===== src/verilog/rsx_defs.vh =====
`ifndef RSX_DEFS_VH
`define RSX_DEFS_VH
// Operation codes presented on op_sel
`define RSX_OP_NONE 3'h0
`define RSX_OP_RRC 3'h1
`define RSX_OP_RLC 3'h2
`define RSX_OP_LMA 3'h3
`define RSX_OP_SLEEP 3'h4
// Widths and ranges
`define RSX_DATA_W 8
`define RSX_ADDR_W 7
`define RSX_FILE_DEPTH 128
// Reset values
`define RSX_ACC_RST 8'h00
`define RSX_CARRY_RST 1'b0
`define RSX_DC_RST 1'b0
`define RSX_ZERO_RST 1'b0
`define RSX_PD_N_RST 1'b1
`define RSX_TO_N_RST 1'b1
`define RSX_WDT_CLR 8'h00
`define RSX_PRE_CLR 8'h00
// Destination select
`define RSX_DEST_ACC 1'b0
`define RSX_DEST_FILE 1'b1
`endif


===== src/verilog/rsx_exec.v =====
`timescale 1ns/10ps
// Overview of operation
// - Rotate right through carry on addressed file register; old bit 0 goes to carry.
// - Destination zero writes accumulator; destination one writes file register back.
// - Rotate left through carry; old bit 7 into carry; one cycle.
// - Sleep instruction clears power-down flag and sets time-out flag.
// - Sleep instruction clears the watchdog counter and its prescaler.
// - After sleep, oscillator halts and execution stops until wake-up.
// - Literal minus accumulator, eight bit two's complement, result to accumulator.
module rsx_exec (
  input wire sys_clk,
  input wire rst_b,
  input wire op_valid,
  input wire [2:0] op_sel,
  input wire [6:0] file_addr,
  input wire dest_sel,
  input wire [7:0] literal_val,
  input wire wdt_tick,
  input wire wake_req,
  output reg [7:0] acc_q,
  output reg carry_q,
  output reg dc_q,
  output reg zero_q,
  output reg sleep_entry_flag_n_q,
  output reg expiry_status_n_q,
  output reg [7:0] watchdog_counter_q,
  output reg [7:0] prescale_q,
  output reg osc_run_q,
  output wire exec_ready,
  output reg [7:0] file_rd_data_q
);
`include "rsx_defs.vh"

  reg [7:0] file_mem [0:127];
  reg wake_s1_q;
  reg wake_s2_q;
  reg wake_s3_q;
  wire [7:0] alu_src;
  wire [7:0] alu_res;
  wire alu_c;
  wire alu_dc;
  wire alu_z;
  wire do_op;
  wire is_rot;
  wire is_sleep;

  // Rotate decode, used only by file register writeback
  function is_rot_op;
    input [2:0] sel;
    begin
      is_rot_op = (sel == `RSX_OP_RRC) || (sel == `RSX_OP_RLC);
    end
  endfunction

  // Sleep decode, used only by watchdog clear
  function is_sleep_op;
    input [2:0] sel;
    begin
      is_sleep_op = (sel == `RSX_OP_SLEEP);
    end
  endfunction

  // Execution proceeds only while the oscillator runs
  assign exec_ready = osc_run_q;
  assign do_op = op_valid & osc_run_q;
  assign is_rot = is_rot_op(op_sel);
  assign is_sleep = is_sleep_op(op_sel);
  assign alu_src = (op_sel == `RSX_OP_LMA) ? literal_val : file_mem[file_addr];

  rsx_alu u_alu (
    .op_sel(op_sel),
    .src_val(alu_src),
    .acc_val(acc_q),
    .carry_in(carry_q),
    .result(alu_res),
    .carry_out(alu_c),
    .dc_out(alu_dc),
    .zero_out(alu_z)
  );

  // File register writeback, no reset on storage
  always @(posedge sys_clk) begin
    if (do_op && is_rot && dest_sel == `RSX_DEST_FILE) begin
      file_mem[file_addr] <= alu_res;
    end
    file_rd_data_q <= file_mem[file_addr];
  end

  // Wake request synchroniser, three stages
  always @(posedge sys_clk or negedge rst_b) begin
    if (!rst_b) begin
      wake_s1_q <= 1'b0;
      wake_s2_q <= 1'b0;
      wake_s3_q <= 1'b0;
    end else begin
      wake_s1_q <= wake_req;
      wake_s2_q <= wake_s1_q;
      wake_s3_q <= wake_s2_q;
    end
  end

  // Accumulator and status flags
  always @(posedge sys_clk or negedge rst_b) begin
    if (!rst_b) begin
      acc_q <= `RSX_ACC_RST;
      carry_q <= `RSX_CARRY_RST;
      dc_q <= `RSX_DC_RST;
      zero_q <= `RSX_ZERO_RST;
      sleep_entry_flag_n_q <= `RSX_PD_N_RST;
      expiry_status_n_q <= `RSX_TO_N_RST;
      osc_run_q <= 1'b1;
    end else if (do_op) begin
      case (op_sel)
        `RSX_OP_RRC, `RSX_OP_RLC: begin
          carry_q <= alu_c;
          if (dest_sel == `RSX_DEST_ACC) begin
            acc_q <= alu_res;
          end
        end
        `RSX_OP_LMA: begin
          acc_q <= alu_res;
          carry_q <= alu_c;
          dc_q <= alu_dc;
          zero_q <= alu_z;
        end
        `RSX_OP_SLEEP: begin
          sleep_entry_flag_n_q <= 1'b0;
          expiry_status_n_q <= 1'b1;
          osc_run_q <= 1'b0;
        end
        default: begin
          acc_q <= acc_q;
        end
      endcase
    end else if (!osc_run_q && wake_s2_q && wake_s3_q) begin
      osc_run_q <= 1'b1;
    end
  end

  // Watchdog counter and prescaler; frozen while asleep
  always @(posedge sys_clk or negedge rst_b) begin
    if (!rst_b) begin
      watchdog_counter_q <= `RSX_WDT_CLR;
      prescale_q <= `RSX_PRE_CLR;
    end else if (do_op && is_sleep) begin
      watchdog_counter_q <= `RSX_WDT_CLR;
      prescale_q <= `RSX_PRE_CLR;
    end else if (wdt_tick && osc_run_q) begin
      prescale_q <= prescale_q + 8'h01;
      if (prescale_q == 8'hFF) begin
        watchdog_counter_q <= watchdog_counter_q + 8'h01;
      end
    end
  end
endmodule // rsx_exec


===== src/verilog/rsx_alu.v =====
`timescale 1ns/10ps
// Combinational result and flag generation for the rotate and subtract paths
module rsx_alu (
  input wire [2:0] op_sel,
  input wire [7:0] src_val,
  input wire [7:0] acc_val,
  input wire carry_in,
  output reg [7:0] result,
  output reg carry_out,
  output reg dc_out,
  output reg zero_out
);
`include "rsx_defs.vh"

  reg [8:0] diff;
  reg [4:0] ldiff;

  // Select operation and derive flags
  always @* begin
    diff = {1'b0, src_val} - {1'b0, acc_val};
    ldiff = {1'b0, src_val[3:0]} - {1'b0, acc_val[3:0]};
    result = src_val;
    carry_out = carry_in;
    dc_out = 1'b0;
    zero_out = 1'b0;
    case (op_sel)
      `RSX_OP_RRC: begin
        result = {carry_in, src_val[7:1]};
        carry_out = src_val[0];
      end
      `RSX_OP_RLC: begin
        result = {src_val[6:0], carry_in};
        carry_out = src_val[7];
      end
      `RSX_OP_LMA: begin
        result = diff[7:0];
        carry_out = ~diff[8];
        dc_out = ~ldiff[4];
        zero_out = (diff[7:0] == 8'h00);
      end
      default: begin
        result = src_val;
      end
    endcase
  end
endmodule // rsx_alu


===== config.mk =====
export PLATFORM = sky130hd
export DESIGN_NAME = rsx_exec
export DESIGN_NICKNAME = d
export VERILOG_FILES = /design/src/verilog/rsx_exec.v /design/src/verilog/rsx_alu.v
export VERILOG_INCLUDE_DIRS = /design/src /design/src/verilog
export SDC_FILE = /design/constraint.sdc
export NUM_CORES = 1
export LEC_CHECK = 0
export BUFFER_PORTS_ARGS = -buffer_cell sky130_fd_sc_hd__buf_2
export CAP_MARGIN = 15
export CORE_MARGIN = 2
export CORE_UTILIZATION = 45
export CTS_CLUSTER_SIZE = 8
export DETAILED_ROUTE_END_ITERATION = 10
export GPL_TIMING_DRIVEN = 0
export HOLD_SLACK_MARGIN = 0.08
export SETUP_SLACK_MARGIN = 0.05
export SKIP_LAST_GASP = 1
export SYNTH_ARGS = -nofsm -noshare
export SYNTH_HDL_FRONTEND = slang
export SYNTH_SLANG_ARGS = --single-unit
export TNS_END_PERCENT = 100

===== constraint.sdc =====
create_clock -name sys_clk -period 11.3 [get_ports sys_clk]
set_clock_uncertainty 0.1 [all_clocks]
set_input_delay 2.26 -clock sys_clk [delete_from_list [all_inputs] [get_ports sys_clk]]
set_output_delay 2.26 -clock sys_clk [all_outputs]
set_load 0.1 [all_outputs]

---- Word level (Yosys, flattened, before mapping) ----
Memory sizes are Yosys's and may differ from the RTL's.
Cells that the tools add are included.
storage, ports and cells
  input port bits ......................... 24
  memories kept ........................... 1
  output and inout bits ................... 39
  memory bits (writable) .................. 1024
  logic and storage cells ................. 64
  flip-flop bits (word level) ............. 40
cells by class
  mux-type cells .......................... 15
  add/subtract/negate cells ............... 4
  bitwise operators ....................... 3
  reductions and logical operators ........ 22
  equality and inequality tests ........... 7
memory list
  name      depth  width  read ports  clocked after memory_dff  wr ports  RTL line       RTL
  file_mem  128    8      1           0                         1         rsx_exec.v:34  reg [7:0] file_mem [0:127];
operator list
  operator                                              number
  two-way mux 8 bit                                     7
  case mux 8 bit (3 select lines)                       1
  adder 8 x 1 -> 8 bit (second input constant)          2
  case mux 8 bit (2 select lines)                       1
  subtractor 8 x 8 -> 9 bit                             1
  equality test 8 bit (second input constant)           1
  zero test 8 bit                                       1
  AND reduction 2 bit                                   4
  nonzero test 2 bit                                    4
  equality test 3 x 2 -> 1 bit (second input constant)  2
  logical AND 1 bit                                     6
  AND reduction 3 bit                                   2
  two-way mux 1 bit                                     5
  subtractor 4 x 4 -> 5 bit                             1
  equality test 3 x 1 -> 1 bit (second input constant)  1
  equality test 3 bit (second input constant)           1
  case mux 1 bit (3 select lines)                       1
  nonzero test 3 bit                                    1
  OR reduction 3 bit                                    1
  != test 2 x 1 -> 1 bit (second input constant)        1
  != test 2 bit (second input constant)                 1
  NOT 1 bit                                             2
  OR reduction 2 bit                                    1
  bitwise AND 1 bit                                     1
  other kinds (2)                                       2

---- Logic depth before layout (Yosys ltp) ----
  depth in word-level cells ............... 6
  depth in mapped cells ................... 24
  depth with buffers taken out ............ 18

---- By module ----
Synthesis repeated with hierarchy kept, for this count alone.
second synthesis, totals
  cell total of the unflattened synthesis .. 2715
  area total of the unflattened synthesis .. 42674.7 um^2
modules (own cells, without submodules)
  module    sequential area each (um^2)  area an instance (um^2)  instances  cells each
  rsx_exec  31712.9                      41836.4                  1          2588
  rsx_alu   0.0                          838.3                    1          127

---- Least setup slack after synthesis ----
OpenSTA, ideal clock, no wires.
  path kind ............................... input-to-reg
  start ................................... input file_addr[0]
  end ..................................... memory file_mem[0][4] (data pin)
  required time ........................... 9.976 ns
  arrival ................................. 10.871 ns
  buffers on the path ..................... 5
  stages on the path ...................... 20
  slack ................................... -0.895 ns
  setup time .............................. 1.224 ns
  cell sequence ........................... buf_6 > buf_12 > buf_12 > buf_12 > buf_8 > a221o_1 > a221o_1 > o211a_1 > o32ai_2 > nand4_2 > mux2i_1 > ha_1 > inv_1 > fa_1 > a21o_1 > a21oi_1 > xnor2_1 > nand2_1 > o21a_1 > o31ai_1
between the ends
  cells in the longest elaborated chain, start to end .. 4
ends and longest elaborated chain
  item                               RTL line       RTL
  start, declared                    rsx_exec.v:15  input wire [6:0] file_addr,
  memory (128 x 8 bit) *             --
  two-way mux 8 bit *                rsx_exec.v:68  assign alu_src = (op_sel == `RSX_OP_LMA) ? literal_val : file_mem[file_addr];
  subtractor 8 x 8 -> 9 bit          rsx_alu.v:20   diff = {1'b0, src_val} - {1'b0, acc_val};
  case mux 8 bit (3 select lines) *  rsx_alu.v:26   case (op_sel)
  via alu_res[4]                     rsx_exec.v:39  wire [7:0] alu_res;
  end, declared                      rsx_exec.v:34
Mark *: on every way through the listed nets, which the timed path passes. The rest lies on a longest branch.

---- Final worst setup path ----
  start ................................... input file_addr[4]
  end ..................................... memory file_mem[85][6] (data pin)
Same word-level chain as after synthesis.

==> metrics <==
outcome finished, violations left; violated checks capacitance limit; post-detailed-placement half-perimeter wirelength 110000 um; starting density of the core 45.3%; share of the synthesized area in the top cell type 71.7%; shortest period the worst path allows 9400 ps; category of the most critical setup path in2reg; buffers inserted during post-CTS setup optimization 0; antenna violations before repair 7; Worst IR Drop VDD 0.000154 V; number of global-route vias before repair 25700; Post-synth EDFFs 1024; portion of the clock cycle consumed by the worst path in the final layout 83.2%; Multi-input gate area 10200 um2; core box area 94700 um2; cells taking the most area after synthesis edfxtp_1, mux4_2, mux2i_1, dfrtp_1, nor2_1; y dimension of the die 313 um; Layout Utilization 52.4%; post-detailed-route via-to-cell ratio 6.85; sum of overflow across all layers after global routing 0; synthesized area per cell 18.0 um2; Syn Nets 2421; worst endpoint required time 11710 ps; starting DRC count in detailed routing 4855; path depth of the worst reg2reg path 19; hold slack 258 ps; detailed-router iteration count before antenna repair 6; cell count after synthesis 2386; fraction of the yosys area taken by sequential cells 73.9%; clock slew seen by the registers of the worst setup and hold paths 40 ps; clk_lat worst skew 790 ps; total DRC errors in the routed layout 0; path type of the worst min-delay path reg2reg; hold violation total from the final report 0; largest net degree at the start of global routing 83; Boundary Pins 63; CTS tree built; predominant post-synthesis flop cell edfxtp_1; post-synth cell types 96; drt total wl 167000 um; CTS root buffer clkbuf_16; number of warnings printed during yosys synthesis 0; Slew headroom 0.0206%; total count of max-transition violations in the final report 0; count of standard-cell rows 113; CTS sink count 1064; die width 313 um; maximum operating frequency 106 MHz; remaining number of nets flagged by the antenna check after routing 0; leakage power of the design 0.0163 uW; count of buffers inserted at the top-level ports 57; power per standard cell area 199 nW/um2; netlist area before placement 42900 um2; post-detailed-route wirelength per cell 42.3 um; area growth from synthesis to final layout 15.8%; number of hold buffers added after CTS 0; net count of the finished layout 2671; fraction of layout cells with a size suffix above 1 20.7%; flip-flop and latch area 31700 um2; endpoints failing setup 0; total number of vias 27000; last weighted congestion value of the routability-driven placer 1.04; number of buffers between clock root and the deepest sink 3; count of instances resized after the clock tree is built 0; total global routing track utilization 34.1%; reported max-cap violation count 1; RSZ-0062 raised after global routing false; most common cell after layout, fill and taps aside edfxtp_1; crit end category register; count of state elements after synthesis 1064; number of cells traversed by the worst hold path 0; final instance area 49700 um2; cell accounting for the most synthesized area edfxtp_1; Least-Margin Pin Slew 1500 ps; instance area at placement 45500 um2; Max FO, Critical Path 82; DIE AREA 97800 um2; first-pass GRT wire length 223000 um; number of buffers added by the clock tree synthesis step 151; most used cells in the layout excluding fill and tap cells edfxtp_1, nor2_1, clkbuf_16, mux4_2, nand2_1; number of fillers in the final layout 7607; CP Launch Type input pin; Worst Path Arrival 9810 ps; share of synthesized flip-flops with an asynchronous set or reset 3.01%; maximum level of the CTS H-tree 4
-- flip-flops by register name, summed over array words and instances (netlist names), 8 cells and up --
signal,count
acc_q,8
file_mem,1024
file_rd_data_q,8
prescale_q,8
watchdog_counter_q,8
-- Yosys cell counts, types with 28 or more instances --
master and number:
clkbuf_1 47, nand2_1 110, o21ai_0 45, a21oi_1 36, buf_2 28, a22oi_1 37, nor2_1 198, mux2_2 44
mux4_2 110, mux2i_1 99, a221oi_1 79, edfxtp_1 1024, dfrtp_1 30
-- final cells by class --
type / count / area share, %
Antenna cell: 6 / 0.0302
Buffer: 144 / 2.08
Clock buffer: 166 / 7.81
Clock inverter: 14 / 0.431
Inverter: 21 / 0.159
Multi-Input combinational cell: 1157 / 20.5
Sequential cell: 1064 / 63.8
Tap cell: 1265 / 3.19
Timing Repair Buffer: 97 / 1.97
-- critical path, stage by stage --
cell and delay, ps:
buf_2 130, buf_2 200, inv_1 90, buf_2 720, buf_2 590, clkbuf_1 1040
o21ai_0 230, a211oi_1 280, a211oi_1 150, o32ai_2 270, nand4_2 360, mux2i_1 290
ha_1 200, inv_1 60, fa_1 440, a21o_1 190, a21oi_1 310, o21bai_1 120
a21oi_1 230, xnor2_1 200, nand2_1 120, o211ai_1 150, o221a_4 670, buf_16 340
-- stage by stage --
stage / worst slack, ps / setup TNS (ps) / std cells / total power [uW]
floorplan: 263 / 0 / 2386 / 5370
global placement: -7310 / -2898030 / 3708 / 5850
detailed placement: 1450 / 0 / 3745 / 5870
CTS: 2220 / 0 / 3925 / 9870
global route: 1910 / 0 / 3928 / 10100
finish: 1900 / 0 / 3934 / 9910
-- where the power goes --
group	internal (uW)	switching [uW]
Combinational	298	955
Sequential	4560	24.6
Clock	2410	1660
-- layer usage --
| layer | global-route usage [%] | routed length, um | up-vias |
|---|---|---|---|
| met4 | 19.3 | 11300 | 2 |
| li1 | - | - | 10200 |
| met5 | 0 | 13 | - |
| met1 | 45.0 | 61300 | 13900 |
| met3 | 11.5 | 22500 | 534 |
| met2 | 49.5 | 71500 | 2303 |
-- logic make-up (layout without fill, tap and decap cells) --
logic type	Yosys count	count (layout)	share of synthesized area (%)
AO/OA/AOI/OAI	401	401	7.32
XOR/XNOR	20	20	0.408
adder cells (fa/ha/maj)	11	11	0.338
buffers and inverters	165	442	2.59
flip-flops	1064	1064	73.9
multiplexers	276	276	10.6
other	1	7	0.00874
AND/OR/NAND/NOR	448	448	4.78
-- worst paths after layout --
kind | from | endpoint | slack [ps]
setup / recovery | file_addr[4] | file_mem[85][6] | 1900
hold / removal | wake_s1_q | wake_s2_q | 260
setup reg to reg | file_mem[116][0] | file_mem[85][6] | 4960
hold reg to reg | wake_s1_q | wake_s2_q | 260
max in group asynchronous | rst_b | acc_q[6] | 9150
min in group asynchronous | rst_b | acc_q[7] | 1460
(Power assumes the default switching activity.)
